**config.mk**
```make
export PLATFORM = sky130hd
export DESIGN_NAME = emu_bus_port
export DESIGN_NICKNAME = d
export VERILOG_FILES = /design/src/emu_port_pkg.sv /design/src/pin_sync.sv /design/src/emu_bus_port.sv
export VERILOG_INCLUDE_DIRS = /design/src
export SDC_FILE = /design/constraint.sdc
export NUM_CORES = 1
export LEC_CHECK = 0
export BUFFER_PORTS_ARGS = -buffer_cell sky130_fd_sc_hd__buf_2
export CAP_MARGIN = 20
export CORE_MARGIN = 10
export CORE_UTILIZATION = 49
export CTS_CLUSTER_DIAMETER = 200
export DETAILED_ROUTE_END_ITERATION = 7
export GPL_ROUTABILITY_DRIVEN = 0
export PLACE_DENSITY = 0.79
export SYNTH_ARGS = -nofsm -noshare
export SYNTH_HDL_FRONTEND = slang
export SYNTH_SLANG_ARGS = --single-unit
export TNS_END_PERCENT = 50
```
**constraint.sdc**
```tcl
create_clock -name sys_clk -period 2.3 [get_ports sys_clk]
set_input_delay 0.69 -clock sys_clk [delete_from_list [all_inputs] [get_ports sys_clk]]
set_output_delay 0.69 -clock sys_clk [all_outputs]
set_load 0.02 [all_outputs]
```
**src/emu_port_regs.svh**
```systemverilog
// constants for the emulation memory bus port: strap codes, pin masks, bit positions, timing
`ifndef EMU_PORT_REGS_SVH
`define EMU_PORT_REGS_SVH

`define STRAP_4K          2'b00
`define STRAP_8K          2'b01
`define STRAP_16K         2'b10
`define STRAP_32K         2'b11
`define HIGH_MASK_4K      8'h0f
`define HIGH_MASK_8K      8'h1f
`define HIGH_MASK_16K     8'h3f
`define HIGH_MASK_32K     8'h7f
`define EXT_WR_BIT        0
`define EXT_RD_BIT        1
`define EXT_LCME_BIT      2
`define EXT_LPSE_BIT      3
`define PAGE_SEL_BIT      7
`define PAGE_RESET        8'h00
`define PAGE_HIGH_RESET   8'h00
`define EXT_IDLE_NIBBLE   4'h0
`define SPACE_SFR         1'b0
`define ADDR_PHASE_CYCLES 4'h1
`define DATA_PHASE_CYCLES 4'h4

`endif

```
**src/emu_port_pkg.sv**
```systemverilog
// types shared by the emulation memory bus port
package emu_port_pkg;

  typedef enum logic [4:0]
  {
    KIND_FETCH     = 5'b00001,
    KIND_MOVC_DPTR = 5'b00010,
    KIND_MOVX_DPTR = 5'b00100,
    KIND_MOVX_RI   = 5'b01000,
    KIND_OTHER     = 5'b10000
  } access_kind_type;

  typedef enum logic [2:0]
  {
    ST_IDLE = 3'b001,
    ST_ADDR = 3'b010,
    ST_DATA = 3'b100
  } bus_state_type;

endpackage

```
**src/pin_sync.sv**
```systemverilog
// two flip-flop synchroniser for a group of pin inputs
`timescale 1ns/1ps
module pin_sync #(
  parameter int WIDTH = 8
) (
  input  wire logic             sys_clk,
  input  wire logic [WIDTH-1:0] raw,
  output logic      [WIDTH-1:0] synced
);

  logic [WIDTH-1:0] stage;

  // no reset: the stages flush within two edges, so hold rst_n for at least three
  always_ff @(posedge sys_clk)
  begin
    stage  <= raw;
    synced <= stage;
  end

endmodule // pin_sync

```
**src/emu_bus_port.sv**
```systemverilog
// device-side pin logic of the emulation memory and emulation access buses
`timescale 1ns/1ps
`include "emu_port_regs.svh"
module emu_bus_port #(
  parameter logic [3:0] ADDR_CYCLES = `ADDR_PHASE_CYCLES,
  parameter logic [3:0] DATA_CYCLES = `DATA_PHASE_CYCLES
) (
  input  wire logic                         sys_clk,
  input  wire logic                         rst_n,
  input  wire logic                         core_emu_mode,
  input  wire logic                         core_req,
  input  wire emu_port_pkg::access_kind_type core_kind,
  input  wire logic [15:0]                  core_addr,
  input  wire logic                         core_write,
  input  wire logic [7:0]                   core_wdata,
  output logic                              core_done,
  output logic [7:0]                        core_rdata,
  output logic                              core_busy,
  input  wire logic                         core_local_code_sel,
  input  wire logic                         page_wr,
  input  wire logic [7:0]                   page_wdata,
  input  wire logic                         page_high_wr,
  input  wire logic [7:0]                   page_high_wdata,
  output logic [7:0]                        extended_code_page_reg,
  output logic [7:0]                        page_high_reg,
  input  wire logic [7:0]                   core_emu_rdata,
  output logic                              emu_reg_write,
  output logic                              emu_reg_read,
  output logic [7:0]                        emu_addr,
  output logic                              emu_space,
  output logic [7:0]                        emu_wdata,
  output logic                              standard_variant,
  output logic [1:0]                        mem_size,
  input  wire logic [7:0]                   core_port3_out,
  input  wire logic [7:0]                   core_port3_oe,
  output logic [7:0]                        port3_out,
  output logic [7:0]                        port3_oe,
  input  wire logic                         standard_variant_select_n,
  input  wire logic                         mem_size_strap_hi,
  input  wire logic                         mem_size_strap_lo,
  input  wire logic                         space_select_line,
  input  wire logic [7:0]                   low_addr_data_bus_in,
  output logic [7:0]                        low_addr_data_bus_out,
  output logic [7:0]                        low_addr_data_bus_oe,
  input  wire logic [7:0]                   low_addr_bus_in,
  output logic [7:0]                        low_addr_bus_out,
  output logic [7:0]                        low_addr_bus_oe,
  input  wire logic [7:0]                   high_addr_bus_in,
  output logic [7:0]                        high_addr_bus_out,
  output logic [7:0]                        high_addr_bus_oe,
  input  wire logic [3:0]                   extended_bus_in,
  output logic [3:0]                        extended_bus_out,
  output logic [3:0]                        extended_bus_oe
);

  // pins visible on the high bus for each strap code
  function automatic logic [7:0] size_mask(input logic [1:0] strap);
    logic [7:0] m;
    m = `HIGH_MASK_4K;
    case (strap)
      `STRAP_4K:  m = `HIGH_MASK_4K;
      `STRAP_8K:  m = `HIGH_MASK_8K;
      `STRAP_16K: m = `HIGH_MASK_16K;
      default:    m = `HIGH_MASK_32K;
    endcase
    return m;
  endfunction

  // one active-low select out of four
  function automatic logic [3:0] decode_cs(input logic [1:0] code);
    logic [3:0] cs;
    cs = 4'hf;
    cs[code] = 1'b0;
    return cs;
  endfunction

  logic [22:0] pins_raw;
  logic [22:0] pins_sync;
  logic        s_std_n;
  logic [1:0]  s_strap;
  logic        s_space_select_line;
  logic        s_wr;
  logic        s_rd;
  logic        s_space;
  logic [7:0]  s_lab;
  logic [7:0]  s_lad;
  logic        straps_taken;
  logic        wr_prev;
  logic        rd_prev;
  logic        space_select_line_low;

  emu_port_pkg::bus_state_type   state;
  emu_port_pkg::access_kind_type acc_kind;
  logic [3:0]  phase_count;
  logic [15:0] acc_addr;
  logic        acc_write;
  logic [7:0]  acc_wdata;
  logic [7:0]  acc_high;
  logic [3:0]  acc_nibble;
  logic        acc_dptr;
  logic        acc_code_read;

  logic [7:0]  next_lad_out;
  logic [7:0]  next_lad_oe;
  logic [7:0]  next_lab_out;
  logic [7:0]  next_lab_oe;
  logic [7:0]  next_hab_out;
  logic [7:0]  next_hab_oe;
  logic [3:0]  next_ext_out;
  logic [3:0]  next_ext_oe;

  // every pin that the emulator or the board drives is synchronised before use
  assign pins_raw = {standard_variant_select_n, mem_size_strap_hi, mem_size_strap_lo,
                     space_select_line, extended_bus_in[`EXT_RD_BIT],
                     extended_bus_in[`EXT_WR_BIT], high_addr_bus_in[0],
                     low_addr_bus_in, low_addr_data_bus_in};

  pin_sync #(
    .WIDTH (23)
  ) u_pin_sync (
    .sys_clk (sys_clk),
    .raw     (pins_raw),
    .synced  (pins_sync)
  );

  assign s_std_n  = pins_sync[22];
  assign s_strap  = pins_sync[21:20];
  assign s_space_select_line   = pins_sync[19];
  assign s_rd     = pins_sync[18];
  assign s_wr     = pins_sync[17];
  assign s_space  = pins_sync[16];
  assign s_lab    = pins_sync[15:8];
  assign s_lad    = pins_sync[7:0];
  assign space_select_line_low = core_emu_mode && !s_space_select_line;

  // variant and straps are caught once after reset release, never under reset
  always_ff @(posedge sys_clk)
  begin
    if (!rst_n)
    begin
      straps_taken     <= 1'b0;
      standard_variant <= 1'b0;
      mem_size         <= `STRAP_4K;
    end
    else if (!straps_taken)
    begin
      straps_taken     <= 1'b1;
      standard_variant <= !s_std_n;
      mem_size         <= s_strap;
    end
  end

  // page registers written by the core; select bit clears on reset
  always_ff @(posedge sys_clk)
  begin
    if (!rst_n)
    begin
      extended_code_page_reg <= `PAGE_RESET;
      page_high_reg          <= `PAGE_HIGH_RESET;
    end
    else
    begin
      if (page_wr)
        extended_code_page_reg <= page_wdata;
      if (page_high_wr)
        page_high_reg <= page_high_wdata;
    end
  end

  // port three follows the core only outside emulation
  always_ff @(posedge sys_clk)
  begin
    if (!rst_n)
    begin
      port3_out <= 8'h00;
      port3_oe  <= 8'h00;
    end
    else if (!core_emu_mode)
    begin
      port3_out <= core_port3_out;
      port3_oe  <= core_port3_oe;
    end
  end

  // external access sequencer: address phase, then data phase
  always_ff @(posedge sys_clk)
  begin
    if (!rst_n)
    begin
      state       <= emu_port_pkg::ST_IDLE;
      phase_count <= 4'h0;
      acc_kind    <= emu_port_pkg::KIND_OTHER;
      acc_addr    <= 16'h0000;
      acc_write   <= 1'b0;
      acc_wdata   <= 8'h00;
    end
    else
    begin
      case (state)
        emu_port_pkg::ST_IDLE:
        begin
          // requests in emulation are ignored: the core is halted then
          if (core_req && !core_emu_mode)
          begin
            state       <= emu_port_pkg::ST_ADDR;
            phase_count <= ADDR_CYCLES - 4'h1;
            acc_kind    <= core_kind;
            acc_addr    <= core_addr;
            acc_write   <= core_write;
            acc_wdata   <= core_wdata;
          end
        end
        emu_port_pkg::ST_ADDR:
        begin
          if (phase_count == 4'h0)
          begin
            state       <= emu_port_pkg::ST_DATA;
            phase_count <= DATA_CYCLES - 4'h1;
          end
          else
            phase_count <= phase_count - 4'h1;
        end
        emu_port_pkg::ST_DATA:
        begin
          if (phase_count == 4'h0)
            state <= emu_port_pkg::ST_IDLE;
          else
            phase_count <= phase_count - 4'h1;
        end
        default:
          state <= emu_port_pkg::ST_IDLE;
      endcase
    end
  end

  // completion pulse and read data; data is the synchronised bus, so the data
  // phase must cover the two-flop latency
  always_ff @(posedge sys_clk)
  begin
    if (!rst_n)
    begin
      core_done  <= 1'b0;
      core_rdata <= 8'h00;
      core_busy  <= 1'b0;
    end
    else
    begin
      core_done <= (state == emu_port_pkg::ST_DATA) && (phase_count == 4'h0);
      core_busy <= (state != emu_port_pkg::ST_IDLE) || (core_req && !core_emu_mode);
      if ((state == emu_port_pkg::ST_DATA) && (phase_count == 4'h0) && !acc_write)
        core_rdata <= s_lad;
    end
  end

  assign acc_dptr = (acc_kind == emu_port_pkg::KIND_MOVC_DPTR) ||
                    (acc_kind == emu_port_pkg::KIND_MOVX_DPTR);
  assign acc_code_read = (acc_kind == emu_port_pkg::KIND_FETCH) ||
                         (acc_kind == emu_port_pkg::KIND_MOVC_DPTR);
  // in the advanced variant, indirect register moves take the high byte from the page register
  assign acc_high = (acc_kind == emu_port_pkg::KIND_MOVX_RI) ? page_high_reg :
                    acc_addr[15:8];
  assign acc_nibble = (acc_dptr && (state != emu_port_pkg::ST_IDLE)) ?
                      extended_code_page_reg[3:0] : `EXT_IDLE_NIBBLE;

  // pin drive selection for the coming cycle
  always_comb
  begin
    next_lad_out = 8'h00;
    next_lad_oe  = 8'h00;
    next_lab_out = 8'h00;
    next_lab_oe  = 8'h00;
    next_hab_out = 8'h00;
    next_hab_oe  = 8'h00;
    next_ext_out = 4'h0;
    next_ext_oe  = 4'h0;
    if (core_emu_mode)
    begin
      // address, selector and strobes are inputs; data drives only on a read
      if (space_select_line_low && !s_rd)
      begin
        next_lad_out = core_emu_rdata;
        next_lad_oe  = 8'hff;
      end
    end
    else
    begin
      // address phase puts the low byte on the shared bus, data phase the data of a write
      if (state == emu_port_pkg::ST_ADDR)
      begin
        next_lad_out = acc_addr[7:0];
        next_lad_oe  = 8'hff;
      end
      else if ((state == emu_port_pkg::ST_DATA) && acc_write)
      begin
        next_lad_out = acc_wdata;
        next_lad_oe  = 8'hff;
      end
      next_lab_out = acc_addr[7:0];
      next_lab_oe  = 8'hff;
      if (standard_variant)
      begin
        next_hab_out = acc_addr[15:8] & size_mask(mem_size);
        next_hab_oe  = size_mask(mem_size);
        next_ext_out[`EXT_LCME_BIT] = core_local_code_sel;
        next_ext_out[`EXT_LPSE_BIT] = !((state == emu_port_pkg::ST_DATA) &&
                                        acc_code_read && !acc_write);
        next_ext_oe[`EXT_LCME_BIT]  = 1'b1;
        next_ext_oe[`EXT_LPSE_BIT]  = 1'b1;
      end
      else
      begin
        next_hab_out = acc_high;
        next_hab_oe  = 8'hff;
        next_ext_oe  = 4'hf;
        if (extended_code_page_reg[`PAGE_SEL_BIT])
          next_ext_out = decode_cs(acc_high[7:6]);
        else
          next_ext_out = acc_nibble;
      end
    end
  end

  // pin registers: floating in emulation follows from the zero enables
  always_ff @(posedge sys_clk)
  begin
    if (!rst_n)
    begin
      low_addr_data_bus_out <= 8'h00;
      low_addr_data_bus_oe  <= 8'h00;
      low_addr_bus_out      <= 8'h00;
      low_addr_bus_oe       <= 8'h00;
      high_addr_bus_out     <= 8'h00;
      high_addr_bus_oe      <= 8'h00;
      extended_bus_out      <= 4'h0;
      extended_bus_oe       <= 4'h0;
    end
    else
    begin
      low_addr_data_bus_out <= next_lad_out;
      low_addr_data_bus_oe  <= next_lad_oe;
      low_addr_bus_out      <= next_lab_out;
      low_addr_bus_oe       <= next_lab_oe;
      high_addr_bus_out     <= next_hab_out;
      high_addr_bus_oe      <= next_hab_oe;
      extended_bus_out      <= next_ext_out;
      extended_bus_oe       <= next_ext_oe;
    end
  end

  // emulator strobes are active low; the falling edge takes address and data
  always_ff @(posedge sys_clk)
  begin
    if (!rst_n)
    begin
      wr_prev       <= 1'b1;
      rd_prev       <= 1'b1;
      emu_reg_write <= 1'b0;
      emu_reg_read  <= 1'b0;
      emu_addr      <= 8'h00;
      emu_space     <= `SPACE_SFR;
      emu_wdata     <= 8'h00;
    end
    else
    begin
      wr_prev       <= s_wr;
      rd_prev       <= s_rd;
      emu_reg_write <= space_select_line_low && wr_prev && !s_wr;
      emu_reg_read  <= space_select_line_low && rd_prev && !s_rd;
      if (space_select_line_low && ((wr_prev && !s_wr) || (rd_prev && !s_rd)))
      begin
        emu_addr  <= s_lab;
        emu_space <= s_space;
        emu_wdata <= s_lad;
      end
    end
  end

endmodule // emu_bus_port

```
==> Word level (Yosys, flattened, before mapping) <==
Index checks and enable logic that the tools add are counted.
{ "op_classes": {"bitwise": 3, "eq_ne": 14, "muxes": 31, "n_lt_le_gt_ge": 2, "add_sub_neg": 1, "n_reduce_logical": 36} }
{ "op_table": {"columns": ["operator", "n"], "rows": [
  ["$mux W8", 14],
  ["$mux W4", 6],
  ["$pmux W7 S3", 1],
  ["$logic_and A1 B1 Y1", 17],
  ["$pmux W4 S3", 1],
  ["$mux W3", 3],
  ["$pmux W3 S3", 1],
  ["$and A8 B8 Y8", 1],
  ["$ne A2 B2 Y1 const B", 4],
  ["$logic_not A1 Y1", 7],
  ["$reduce_and A3 Y1", 2],
  ["$eq A5 B1 Y1 const B", 1],
  ["$eq A5 B2 Y1 const B", 1],
  ["$eq A5 B3 Y1 const B", 1],
  ["$eq A5 B4 Y1 const B", 1],
  ["$logic_not A4 Y1", 1],
  ["$logic_or A1 B1 Y1", 4],
  ["$mux W2", 2],
  ["$not A4 Y4", 1],
  ["$sub A4 B1 Y4 const B", 1],
  ["$eq A3 B1 Y1 const B", 1],
  ["$eq A3 B2 Y1 const B", 1],
  ["$eq A3 B3 Y1 const B", 1],
  ["$lt A2 B3 Y1 const B", 1],
  ["other kinds (12)", 13]
]} }
{ "totals": {"in_bits": 109, "wordCells": 122, "reg_bits": 206, "out_inout_bits": 120} }

==> Longest topological paths before layout <==
{ "depth": {"depth_word": 9, "depth_mapped": 8, "depth_no_buf": 6} }

==> Modules after synthesis <==
Synthesis repeated with hierarchy kept, for this count alone.
{ "unflattened": {"hier_cells": 605, "hier_area_um2": 6378.6} }
{ "by_module_without_submodules": {"columns": ["module", "area_each_um2", "instances", "cells_each"], "rows": [
  ["emu_bus_port", 5457.7, 1, 559],
  ["pin_sync", 920.9, 1, 46]
]} }

==> Worst setup path before layout <==
Ideal clock, no wire load.
{ "synth_timing": {"path_kind": "in2reg", "from": "input port core_emu_mode", "to": "register phase_count[3]", "setup_ns": 0.122, "arrival_ns": 1.768, "path_buffers": 3, "required_ns": 2.178, "path_slack_ns": 0.410, "stages": 7, "cell_sequence": "buf_4 > nand2b_1 > or3_1 > clkbuf_1 > buf_2 > nand4_1 > o21ai_0"} }
{ "synth_between": {"elab_chain_cells": 4} }
{ "synth_rtl": {"columns": ["item", "line_no", "rtl"], "rows": [
  ["start: declaration", "emu_bus_port.sv:10", "input wire logic core_emu_mode,"],
  ["$logic_not A1 Y1", "emu_bus_port.sv:203", "if (core_req && !core_emu_mode)"],
  ["$logic_and A1 B1 Y1", "emu_bus_port.sv:203", null],
  ["$ne A2 B2 Y1 (no line)", null, null],
  ["$reduce_and A3 Y1 (no line)", null, null],
  ["end signal: assignment", "emu_bus_port.sv:206", "phase_count <= ADDR_CYCLES - 4'h1;"],
  ["end signal: assignment", "emu_bus_port.sv:218", "phase_count <= DATA_CYCLES - 4'h1;"],
  ["end signal: assignment", "emu_bus_port.sv:221", "phase_count <= phase_count - 4'h1;"],
  ["end: declaration", "emu_bus_port.sv:94", "logic [3:0] phase_count;"]
]} }
No other way between the ends.
A chain may end at the register's enable or synchronous reset.

==> Worst setup path after layout <==
{ "layout_timing": {"from": "register state[2]", "to": "register core_rdata[6]"} }
{ "layout_between": {"elab_chain_cells": 3} }
{ "layout_rtl": {"columns": ["item", "line_no", "rtl"], "rows": [
  ["start: declaration", "emu_bus_port.sv:92", "emu_port_pkg::bus_state_type state;"],
  ["start signal: assignment", "emu_bus_port.sv:190", "state <= emu_port_pkg::ST_IDLE;"],
  ["start signal: assignment", "emu_bus_port.sv:205", "state <= emu_port_pkg::ST_ADDR;"],
  ["start signal: assignment", "emu_bus_port.sv:217", "state <= emu_port_pkg::ST_DATA;"],
  ["$eq A3 B3 Y1", "emu_bus_port.sv:250", "if ((state == emu_port_pkg::ST_DATA) && (phase_count == 4'h0) && !acc_write)"],
  ["$logic_and A1 B1 Y1 (2 in series)", "emu_bus_port.sv:250", null],
  ["end signal: assignment", "emu_bus_port.sv:251", "core_rdata <= s_lad;"],
  ["end: declaration", "emu_bus_port.sv:17", "output logic [7:0] core_rdata,"]
]} }
No other way between the ends.

==> key figures <==
Run status
  • Status: completed

Global routing
  • Initial antenna violation count: 3
  • Grt met1 use: 0.1863
  • GR peak layer: met2
  • Vias in the first global route: 5,329
  • First-pass GRT wire length: 26,250 um
  • Largest net degree at the start of global routing: 42
  • Global Route met3 Usage: 0.09681
  • Met2 Resource Use GR: 0.2942
  • Remaining Overflow, GRT: 0
  • GRT Total Usage: 0.1790

STA
  • Slew margin rel.: 0.3767
  • Unrepaired setup endpoints after global routing: false
  • Fmax: 497.3 MHz
  • Min Clock Period, post-route: 2.011 ns
  • Final Setup Violations: 0
  • Final Hold Vio Count: 0
  • Pins over their slew limit: 0
  • Setup tns final: 0 ns
  • Final clock skew: 0.01093 ns
  • Worst Tran Pin Value: 0.9278 ns
  • Fin crit share: 0.8742

CTS
  • CTS Buf Count: 17
  • Cts-stage hold buffer count: 0
  • Clk Latency, worst-skew pair: 0.42 ns
  • CTS tree: yes
  • # H-tree levels: 4
  • CTS clk-pin slew, worst paths: 0.06 ns
  • CTS sink cnt: 185
  • Post-CTS sizing: 0
  • Worst-case clock buffer depth: 2
  • Post-CTS setup buffers: 0
  • Root buf cell: clkbuf_16

Final layout
  • Share of cells above drive strength 1: 0.3354
  • Largest registers: u_pin_sync.stage (23), u_pin_sync.synced (23), acc_addr (16)
  • # fillers: 1,040
  • Commonest non-fill, non-tap cell in the layout: buf_2
  • Nets: 915
  • FF/Latch Area: 3704 um^2
  • Multi-input gate area: 2354 um^2
  • Layout Utilization: 0.6385
  • Layout Cells excl Fill: 992
  • Commonest non-fill, non-tap cells in the layout: 219 x buf_2, 185 x dfxtp_1, 72 x nand2_1
  • Layout overhead on the synthesized area: 26.25%

Logic synthesis
  • Post-Syn Nets: 714
  • Register bit count reported by yosys: 185
  • Post-Syn Area: 6434 um^2
  • Yosys cell types: 47
  • Main synth FF type: dfxtp_1
  • Syn_area_per_cell: 10.67 um^2
  • Number of synthesized flops with an enable pin: 0
  • Seq/Total Area, Yosys: 0.5757
  • Area fraction of the dominant cell type after synthesis: 0.5757
  • Top cells by area, synth: dfxtp_1 58%, mux2i_1 10%, nor2b_1 6.0%, nand2_1 4.2%, a21boi_0 3.5%
  • Number of synthesis warnings: 0
  • Post-Syn Instances: 603
  • Ys async rst share: 0
  • Post-synth top area cell: dfxtp_1

Detailed routing
  • Via density: 4.931
  • Routed wire length: 16,290 um
  • Routed len/inst: 16.42 um
  • ANT nets after route: 0
  • Iteration count of the initial detailed-routing pass: 6
  • Drt initial violations: 188
  • DRC: 0
  • Via count: 4,892

Worst setup path
  • Worst path slowest cell: nor3b_1
  • Critical Path End Type: register
  • CP top delay family: simple AND/OR/NAND/NOR gates
  • Critical Path Fanout Max: 9
  • Levels on crit path: 5
  • Crit path kind: reg2reg
  • Worst Reg2Reg Path Length in Cells: 5
  • WP buf/inv: 1
  • CP Data Arrival Time: 2.32 ns
  • CP startpoint kind: register
  • Critical path required time: 2.61 ns
  • Worst-path cell chain: nor3b_1 -> nor3b_2 -> buf_4 -> mux2i_1 -> nor2b_1
  • Worst path max stage delay: 0.65 ns

Worst hold path
  • Min-Delay Path Depth: 0
  • Worst min path class: reg2reg

Die
  • Starting Density: 0.5057
  • Die H: 134.6 um
  • # IOs: 229
  • Die area: 18,110 um^2
  • Site Rows: 41
  • Die width: 134.6 um
  • Core Region: 12,720 um^2

Flow run
  • Max-cap violations: 0

Placement
  • DPL Wire Length: 12,530 um
  • Post-Place Cells: 957
  • Port bufs: 219

Pwr
  • Leakage: 3.728 nW
  • Pwr dens: 830.4 nW/um^2
  • Worst vdd ir: 0.0006339 V
-- cell families (layout without fill, tap and decap cells) --
family          after synthesis  count (layout)  synth area share
compound gates               75              75           0.08655
xor+xnor                      3               3          0.004085
fa+ha+maj                     2               2          0.003889
buf+inv                      70             284           0.05931
flops                       185             185            0.5757
mux                          65              65            0.1011
other cells                   0               3                 0
simple gates                203             203            0.1694
-- path summary, 6_finish.rpt --
check                                from                       endpoint  slack (ns)
min          u_pin_sync.stage[15]$_DFF_P_  u_pin_sync.synced[15]$_DFF_P_        0.33
max reg2reg         state[2]$_SDFFE_PN0P_     core_rdata[6]$_SDFFE_PN0P_        0.29
min reg2reg  u_pin_sync.stage[15]$_DFF_P_  u_pin_sync.synced[15]$_DFF_P_        0.33
max                 state[2]$_SDFFE_PN0P_     core_rdata[6]$_SDFFE_PN0P_        0.29
-- through the flow --
step | power, mW | instance area, um^2 | hold slack (ns) | setup slack (ns)
after floorplan | 3.871 | 6434 | 0.3096 | 0.4103
after global placement | 4.090 | 7565 | 0.3095 | 0.09560
after detailed placement | 4.113 | 7565 | 0.3128 | 0.07278
after CTS | 6.820 | 8115 | 0.3280 | 0.3340
after global routing | 7.010 | 8118 | 0.3334 | 0.1757
final | 6.745 | 8123 | 0.3266 | 0.2893
-- synth_stat cells, drive strengths merged, types with 2 or more instances --
cell type and count:
nand3 5, and2 10, nor3 10, a21boi 30, buf 35, nor4 2, xnor2 2, and3 4
o21ai 8, ha 2, a222oi 8, o32ai 2, nor3b 7, or4 2, nor2b 62, a32o 2
nand2 72, or3 2, mux2i 65, dfxtp 185, a21oi 13, nand4 2, nand2b 12, clkbuf 18
nor2 11, inv 17, a31oi 2, o21a 2
-- cell type report --
type | count | area share
antenna | 3 | 0.0009242
inverter | 17 | 0.007856
timing repair buffer | 235 | 0.1513
tap | 172 | 0.02649
clock inverter | 13 | 0.01448
sequential | 185 | 0.4559
clock buffer | 19 | 0.05330
multi-input combinational | 348 | 0.2897
-- worst reg2reg max path, stage by stage (launching register included) --
cell     delay (ns)
dfxtp_1        0.48
nor3b_1        0.65
nor3b_2        0.28
buf_4          0.22
mux2i_1        0.22
nor2b_1        0.06
-- metal layers --
metal | wire length [um] | part of all wire | up-vias
li1 | - | - | 2408
met1 | 6317 | 0.39 | 2238
met4 | 276 | 0.017 | 4
met2 | 7741 | 0.48 | 218
met3 | 1931 | 0.12 | 24
met5 | 19 | 0.0012 | -
-- power by group --
part / internal [mW] / switching, mW / leakage, nW
combinational: 0.258 / 0.342 / 1.94
clock: 1.50 / 1.21 / 0.269
sequential: 3.35 / 0.0890 / 1.52
No activity file was read; power rests on OpenSTA's default activity.
